**src/rtl/port_pin_map.svh**
```systemverilog
`ifndef PORT_PIN_MAP_SVH
`define PORT_PIN_MAP_SVH

`define ADDR_W            8
`define DATA_W            8
`define PM_W              6
`define PP_W              8
`define SYNC_STAGES       2

`define PM_PULL_EN_OFS    8'h14
`define PM_PULL_SEL_OFS   8'h15
`define PM_OD_OFS         8'h16
`define PP_DATA_OFS       8'h18
`define PP_LEVEL_OFS      8'h19
`define PP_DIR_OFS        8'h1a
`define PP_RDR_OFS        8'h1b
`define PP_PULL_EN_OFS    8'h1c
`define PP_PULL_SEL_OFS   8'h1d

`define PM_PULL_EN_RST    6'h3f
`define PM_PULL_SEL_RST   6'h00
`define PM_OD_RST         6'h00
`define PP_REG_RST        8'h00

`endif

```
**src/rtl/port_pin_pkg.sv**
```systemverilog
package port_pin_pkg;
  `include "port_pin_map.svh"

  typedef struct packed {
    logic [`PM_W-1:0] pm_pull_en;
    logic [`PM_W-1:0] pm_pull_sel;
    logic [`PM_W-1:0] pm_od;
    logic [`PP_W-1:0] pp_data;
    logic [`PP_W-1:0] pp_dir;
    logic [`PP_W-1:0] pp_rdr;
    logic [`PP_W-1:0] pp_pull_en;
    logic [`PP_W-1:0] pp_pull_sel;
  } cfg_t;

  typedef struct packed {
    cfg_t               cfg;
    logic [`DATA_W-1:0] rdata;
  } top_state_t;

  typedef struct packed {
    logic [`PM_W-1:0] pm_oe;
    logic [`PM_W-1:0] pm_out;
    logic [`PM_W-1:0] pm_od;
    logic [`PM_W-1:0] pm_pull_en;
    logic [`PM_W-1:0] pm_pull_sel;
    logic [`PP_W-1:0] pp_oe;
    logic [`PP_W-1:0] pp_out;
    logic [`PP_W-1:0] pp_rdr;
    logic [`PP_W-1:0] pp_pull_en;
    logic [`PP_W-1:0] pp_pull_sel;
  } pad_state_t;
endpackage : port_pin_pkg

```
**src/rtl/pad_cfg_if.sv**
```systemverilog
`timescale 1ns/1ps
`include "port_pin_map.svh"
interface pad_cfg_if;
  import port_pin_pkg::*;
  cfg_t             cfg;
  logic [`PM_W-1:0] pm_dir;
  logic [`PM_W-1:0] pm_dout;
  pad_state_t       pads;

  modport src  (output cfg, output pm_dir, output pm_dout, input pads);
  modport ctrl (input cfg, input pm_dir, input pm_dout, output pads);
endinterface : pad_cfg_if

```
**src/rtl/pin_sync.sv**
```systemverilog
`timescale 1ns/1ps
`include "port_pin_map.svh"
module pin_sync #(
  parameter int W = `PP_W
) (
  // clock and reset
  input  wire logic         ref_clk,
  input  wire logic         rst_b,
  // pin levels
  input  wire logic [W-1:0] pin_in,
  output logic      [W-1:0] pin_sync_out
);
  typedef struct packed {
    logic [W-1:0] s1;
    logic [W-1:0] s2;
  } sync_state_t;

  sync_state_t s_q;
  sync_state_t s_d;

  always_comb begin
    s_d    = s_q;
    s_d.s1 = pin_in;
    s_d.s2 = s_q.s1;
  end

  always_ff @(posedge ref_clk or negedge rst_b) begin
    if (!rst_b) begin
      s_q <= '0;
    end else begin
      s_q <= s_d;
    end
  end

  assign pin_sync_out = s_q.s2;
endmodule : pin_sync

```
**src/rtl/pad_ctrl.sv**
```systemverilog
`timescale 1ns/1ps
`include "port_pin_map.svh"
module pad_ctrl
  import port_pin_pkg::*;
(
  // clock and reset
  input wire logic ref_clk,
  input wire logic rst_b,
  // configuration in, pad controls out
  pad_cfg_if.ctrl  pc
);
  pad_state_t s_q;
  pad_state_t s_d;

  always_comb begin
    s_d = s_q;
    // open-drain only drives low; high data releases the pin
    s_d.pm_out      = pc.pm_dout & ~pc.cfg.pm_od;
    s_d.pm_oe       = pc.pm_dir & ~(pc.cfg.pm_od & pc.pm_dout);
    s_d.pm_od       = pc.cfg.pm_od & pc.pm_dir;
    // pull on for inputs or open-drain outputs; pull-down for inputs only
    s_d.pm_pull_en  = pc.cfg.pm_pull_en & (~pc.pm_dir | pc.cfg.pm_od)
                      & ~(pc.cfg.pm_pull_sel & pc.pm_dir);
    s_d.pm_pull_sel = pc.cfg.pm_pull_sel;
    s_d.pp_oe       = pc.cfg.pp_dir;
    s_d.pp_out      = pc.cfg.pp_data;
    s_d.pp_rdr      = pc.cfg.pp_rdr & pc.cfg.pp_dir;
    s_d.pp_pull_en  = pc.cfg.pp_pull_en & ~pc.cfg.pp_dir;
    s_d.pp_pull_sel = pc.cfg.pp_pull_sel;
  end

  always_ff @(posedge ref_clk or negedge rst_b) begin
    if (!rst_b) begin
      s_q            <= '0;
      s_q.pm_pull_en <= `PM_PULL_EN_RST;
    end else begin
      s_q <= s_d;
    end
  end

  assign pc.pads = s_q;
endmodule : pad_ctrl

```
**src/rtl/port_pin_config_regs.sv**
```systemverilog
`timescale 1ns/1ps
`include "port_pin_map.svh"
module port_pin_config_regs
  import port_pin_pkg::*;
(
  // clock and reset
  input  wire logic               ref_clk,
  input  wire logic               rst_b,
  // register port
  input  wire logic [`ADDR_W-1:0] addr,
  input  wire logic [`DATA_W-1:0] wdata,
  input  wire logic               wr,
  input  wire logic               rd,
  output logic      [`DATA_W-1:0] rdata,
  // port M core side: data and direction kept elsewhere
  input  wire logic [`PM_W-1:0]   portm_dir_in,
  input  wire logic [`PM_W-1:0]   portm_dout_in,
  // port M pad controls
  output logic      [`PM_W-1:0]   portm_oe,
  output logic      [`PM_W-1:0]   portm_out,
  output logic      [`PM_W-1:0]   portm_od,
  output logic      [`PM_W-1:0]   portm_pull_en,
  output logic      [`PM_W-1:0]   portm_pull_sel,
  // port P pins and pad controls
  input  wire logic [`PP_W-1:0]   portp_pin_in,
  output logic      [`PP_W-1:0]   portp_oe,
  output logic      [`PP_W-1:0]   portp_out,
  output logic      [`PP_W-1:0]   portp_rdr,
  output logic      [`PP_W-1:0]   portp_pull_en,
  output logic      [`PP_W-1:0]   portp_pull_sel
);
  localparam logic [`DATA_W-`PM_W-1:0] PM_PAD = '0;

  top_state_t       s_q;
  top_state_t       s_d;
  logic [`PP_W-1:0] pin_lvl;

  pad_cfg_if pc ();

  pin_sync #(
    .W            (`PP_W)
  ) u_sync (
    .ref_clk      (ref_clk),
    .rst_b        (rst_b),
    .pin_in       (portp_pin_in),
    .pin_sync_out (pin_lvl)
  );

  pad_ctrl u_pad (
    .ref_clk      (ref_clk),
    .rst_b        (rst_b),
    .pc           (pc.ctrl)
  );

  assign pc.cfg     = s_q.cfg;
  assign pc.pm_dir  = portm_dir_in;
  assign pc.pm_dout = portm_dout_in;

  // register writes and one-cycle read data
  always_comb begin
    s_d       = s_q;
    s_d.rdata = '0;
    if (wr) begin
      unique case (addr)
        `PM_PULL_EN_OFS:  s_d.cfg.pm_pull_en  = wdata[`PM_W-1:0];
        `PM_PULL_SEL_OFS: s_d.cfg.pm_pull_sel = wdata[`PM_W-1:0];
        `PM_OD_OFS:       s_d.cfg.pm_od       = wdata[`PM_W-1:0];
        `PP_DATA_OFS:     s_d.cfg.pp_data     = wdata;
        `PP_DIR_OFS:      s_d.cfg.pp_dir      = wdata;
        `PP_RDR_OFS:      s_d.cfg.pp_rdr      = wdata;
        `PP_PULL_EN_OFS:  s_d.cfg.pp_pull_en  = wdata;
        `PP_PULL_SEL_OFS: s_d.cfg.pp_pull_sel = wdata;
        default:          s_d.cfg             = s_q.cfg;
      endcase
    end
    if (rd) begin
      unique case (addr)
        `PM_PULL_EN_OFS:  s_d.rdata = {PM_PAD, s_q.cfg.pm_pull_en};
        `PM_PULL_SEL_OFS: s_d.rdata = {PM_PAD, s_q.cfg.pm_pull_sel};
        `PM_OD_OFS:       s_d.rdata = {PM_PAD, s_q.cfg.pm_od};
        `PP_DATA_OFS:     s_d.rdata = (s_q.cfg.pp_dir & s_q.cfg.pp_data)
                                      | (~s_q.cfg.pp_dir & pin_lvl);
        `PP_LEVEL_OFS:    s_d.rdata = pin_lvl;
        `PP_DIR_OFS:      s_d.rdata = s_q.cfg.pp_dir;
        `PP_RDR_OFS:      s_d.rdata = s_q.cfg.pp_rdr;
        `PP_PULL_EN_OFS:  s_d.rdata = s_q.cfg.pp_pull_en;
        `PP_PULL_SEL_OFS: s_d.rdata = s_q.cfg.pp_pull_sel;
        default:          s_d.rdata = '0;
      endcase
    end
  end

  always_ff @(posedge ref_clk or negedge rst_b) begin
    if (!rst_b) begin
      s_q                 <= '0;
      s_q.cfg.pm_pull_en  <= `PM_PULL_EN_RST;
      s_q.cfg.pm_pull_sel <= `PM_PULL_SEL_RST;
      s_q.cfg.pm_od       <= `PM_OD_RST;
      s_q.cfg.pp_pull_en  <= `PP_REG_RST;
    end else begin
      s_q <= s_d;
    end
  end

  assign rdata          = s_q.rdata;
  assign portm_oe       = pc.pads.pm_oe;
  assign portm_out      = pc.pads.pm_out;
  assign portm_od       = pc.pads.pm_od;
  assign portm_pull_en  = pc.pads.pm_pull_en;
  assign portm_pull_sel = pc.pads.pm_pull_sel;
  assign portp_oe       = pc.pads.pp_oe;
  assign portp_out      = pc.pads.pp_out;
  assign portp_rdr      = pc.pads.pp_rdr;
  assign portp_pull_en  = pc.pads.pp_pull_en;
  assign portp_pull_sel = pc.pads.pp_pull_sel;
endmodule : port_pin_config_regs

```
**config.mk**
```make
export PLATFORM = sky130hd
export DESIGN_NAME = port_pin_config_regs
export DESIGN_NICKNAME = d
export VERILOG_FILES = /design/src/rtl/port_pin_pkg.sv /design/src/rtl/pad_cfg_if.sv /design/src/rtl/pin_sync.sv /design/src/rtl/pad_ctrl.sv /design/src/rtl/port_pin_config_regs.sv
export VERILOG_INCLUDE_DIRS = /design/src /design/src/rtl
export SDC_FILE = /design/constraint.sdc
export NUM_CORES = 1
export LEC_CHECK = 0
export BUFFER_PORTS_ARGS = -buffer_cell sky130_fd_sc_hd__buf_2
export CAP_MARGIN = 20
export CORE_MARGIN = 3
export CORE_UTILIZATION = 50
export CTS_BUF_LIST = sky130_fd_sc_hd__clkbuf_8
export CTS_CLUSTER_SIZE = 8
export DETAILED_ROUTE_END_ITERATION = 10
export HOLD_SLACK_MARGIN = 0.1
export PLACE_DENSITY_LB_ADDON = 0.12
export SLEW_MARGIN = 10
export SYNTH_ARGS = -nofsm -noshare
export SYNTH_HDL_FRONTEND = slang
export SYNTH_SLANG_ARGS = --single-unit
```
**constraint.sdc**
```tcl
create_clock -name ref_clk -period 3 [get_ports ref_clk]
set_input_delay 0.6 -clock ref_clk [delete_from_list [all_inputs] [get_ports ref_clk]]
set_output_delay 0.6 -clock ref_clk [all_outputs]
set_load 0.01 [all_outputs]
```
==> impl_metrics.env <==
export IMPL_status="complete, no violations"
export IMPL_reg2reg_from="pc.cfg[24]"
export IMPL_io_pin_count=118
export IMPL_critPathCaptureType="flip-flop"
export IMPL_tns_ns=0
export IMPL_nNetsFinal=554
export IMPL_worstPathArrival_ns=2.34
export IMPL_stdcell_count=667
export IMPL_synthFlopType="dfrtp_1"
export IMPL_insertion_delay_ns=0.44
export IMPL_max_freq_ghz=0.4934
export IMPL_rows=38
export IMPL_power_frac_seq_pct=54.5
export IMPL_crit_buf_inv=1
export IMPL_cp_max_fo=8
export IMPL_syn_area_mm2=0.005619
export IMPL_crit_start="addr[5]"
export IMPL_drt_wl_total_um=12190
export IMPL_dr_pass1_iters=4
export IMPL_whs_ns=0.1339
export IMPL_p_leak_uw=0.003455
export IMPL_cts_root_buf="clkbuf_8"
export IMPL_synth_top_cell_area_share_pct=62.35
export IMPL_io_buffers=117
export IMPL_critPathRequiredTime_ns=3.32
export IMPL_synth_seq_cells=152
export IMPL_diodes=0
export IMPL_finalHoldViolCount=0
export IMPL_cpLargestDelayFamily="simple AND/OR/NAND/NOR gates"
export IMPL_vias=3541
export IMPL_finClkSkew_ns=0.01333
export IMPL_worstSetupStartpointType="input pin"
export IMPL_first_iter_violations=147
export IMPL_ant_nets=0
export IMPL_post_synth_top_count_cell="dfrtp_1"
export IMPL_drive_gt1_share_pct=44.59
export IMPL_async_flop_share_pct=100.0
export IMPL_ir_drop_mv=0.3378
export IMPL_cp_slowest_cell="and2_1"
export IMPL_fin_crit_sh_pct=67.56
export IMPL_grt_pass1_wl_um=19980
export IMPL_dp_final_hpwl_um=8539
export IMPL_internal_power_uw=3083
export IMPL_chipHeight_um=112.0
export IMPL_power_switching_share_pct=23.30
export IMPL_ys_seq_area_share_pct=67.96
export IMPL_vias_per_cell=5.309
export IMPL_tightest_slew_ns=0.6058
export IMPL_grt_ovfl_total=0
export IMPL_initial_core_util_pct=51.61
export IMPL_setup_viol=0
export IMPL_antenna_found_initial=0
export IMPL_areaGrowthSynthToFinish_pct=21.20
export IMPL_cts_buffer_depth=2
export IMPL_yosysTopAreaCell="dfrtp_1"
export IMPL_synthCells=381
export IMPL_slew_viol_final=0
export IMPL_placedCellCount=635
export IMPL_yosysWarnings=0
export IMPL_p_total_uw=4020
export IMPL_clock_sinks=152
export IMPL_grt_max_degree=63
export IMPL_max_slew_margin_pct=59.61
export IMPL_cts_hold_buf=0
export IMPL_track_usage_pct=20.79
export IMPL_synth_fp_nets=421
export IMPL_synth_edf_count=0
export IMPL_fin_crit_ns=2.027
export IMPL_post_cts_buffers=0
export IMPL_cts_clk_slew_worst_paths_ns=0.07
export IMPL_cts_resized=0
export IMPL_p_sw_uw=936.8
export IMPL_grt_pass1_vias=3655
export IMPL_core_area_mm2=0.01089
export IMPL_die_x_um=112.0
export IMPL_gp_congestion=0.8222
export IMPL_rsz0062_at_grt="no"
export IMPL_synth_distinct_cells=39
export IMPL_ys_top_cells_by_area="dfrtp_1, mux2_2, dfstp_2, nor2b_1, and2_1"
export IMPL_worst_slack_ns=0.9733
export IMPL_power_density_mw_per_mm2=590.3
export IMPL_cts_tree="yes"
export IMPL_hold_path_class="input pin to asynchronous set/reset pin"
export IMPL_fp_dieArea_mm2=0.01255
export IMPL_synthTopCellsByCount="dfrtp_1, mux2_2, nor2b_1"
export IMPL_cts_buffers=17
export IMPL_critical_path_max_stage_delay_ns=0.57
export IMPL_drc=0
export IMPL_post_place_ws_ns=0.5158
export IMPL_maxCapViolations=0
export IMPL_syn_area_per_cell_um2=14.75
export IMPL_combPwrFrac_pct=6.7
export IMPL_wl_per_cell_um=18.27
export IMPL_path_class="input pin to flip-flop"
export IMPL_h_tree_depth=4
export IMPL_clkPwrFrac_pct=38.8
export IMPL_crit_chain="buf_2, nor4b_4, and2_1, nand2_2, mux2_2"
==> worst reg2reg max path, cell delays in order, from the launching register on <==
cell and delay [ns]:
dfrtp_1 0.49, nor2b_1 0.21, mux2i_1 0.22, nor3_1 0.09, a211oi_1 0.23, a21oi_1 0.13
==> layout make-up <==
cell class                      count  area, um^2
Fill cell                         862        4078
Sequential cell                   152        3819
Multi-Input combinational cell    216        1738
Timing Repair Buffer              125       664.4
Clock buffer                       18       247.7
Tap cell                          140       175.2
Clock inverter                     14       158.9
Inverter                            2       7.507
==> stage by stage <==
stage                     area (um^2)  utilization, %
after CTS                        6810           62.55
after global placement           6404           58.81
after floorplan                  5619               -
after detailed placement         6404           58.81
final                            6810           62.55
after global routing             6810           62.55
==> sequential cells by signal, summed over array words and instances (netlist names) <==
register and count:
u_pad.pc.pads 70, u_sync.s_d 8, pc.cfg 58, rdata 8, u_sync.pin_sync_out 8
==> cells by family (layout without fill, tap and decap cells) <==
group           count (synthesis)  count (layout)  synth area share (%)
flops                         152             152                 67.96
simple gates                   93              93                 10.98
mux                            66              66                 13.07
compound gates                 57              57                 6.881
buf+inv                        13             159                 1.113
==> cells in the final DEF (no fill, tap or decap), drive strengths merged <==
| cell type | synthesis | routed |
|---|---|---|
| a32oi | 2 | 2 |
| mux2 | 59 | 59 |
| nand2b | 11 | 11 |
| nor4b | 1 | 1 |
| and2b | 2 | 2 |
| nor2 | 7 | 7 |
| buf | 6 | 125 |
| inv | 2 | 4 |
| a211oi | 1 | 1 |
| bufinv | 0 | 3 |
| and2 | 16 | 16 |
| nand2 | 11 | 11 |
| a21oi | 13 | 13 |
| nor2b | 23 | 23 |
| nor4bb | 1 | 1 |
| clkbuf | 5 | 18 |
| or4 | 1 | 1 |
| o2bb2ai | 1 | 1 |
| nor3b | 2 | 2 |
| nand3b | 1 | 1 |
| dfrtp | 140 | 140 |
| o21ai | 9 | 9 |
| nor3 | 3 | 3 |
| mux2i | 7 | 7 |
| o22ai | 3 | 3 |
| dfstp | 12 | 12 |
| clkinv | 0 | 4 |
| clkinvlp | 0 | 5 |
| a21boi | 12 | 12 |
| a22oi | 9 | 9 |
| a32o | 3 | 3 |
| a222oi | 1 | 1 |
| and3 | 2 | 2 |
| a311oi | 1 | 1 |
| nand3 | 10 | 10 |
| a22o | 2 | 2 |
| nand4 | 2 | 2 |
==> path summary, 6_finish.rpt <==
check / to / slack [ns] / cells after the start
max: pc.cfg[10] / 0.97 / 5
min: u_pad.pc.pads[60] / 0.13 / 1
max reg2reg: rdata[0] / 1.51 / 5
min reg2reg: u_sync.pin_sync_out[7] / 0.36 / 0
max in group asynchronous: pc.cfg[30] / 2.06 / 2
min in group ref_clk: u_sync.s_d[3] / 0.27 / 1
==> per-layer routing <==
layer	up-vias	GRT usage, %	wire, um
met5	-	0	0
met4	0	8.574	275
met3	21	4.744	633
met2	117	32.21	5793
met1	1789	28.82	5484
li1	1614	-	-
==> power by group through the flow <==
stage	sequential (uW)	combinational (uW)	clock, uW
2_1_floorplan	2230	106	0
3_3_place_gp	2230	270	0
3_5_place_dp	2230	275	0
4_1_cts	2190	276	1610
5_1_grt	2200	302	1700
6_report	2190	271	1560
No activity file was read; power rests on OpenSTA's default activity.
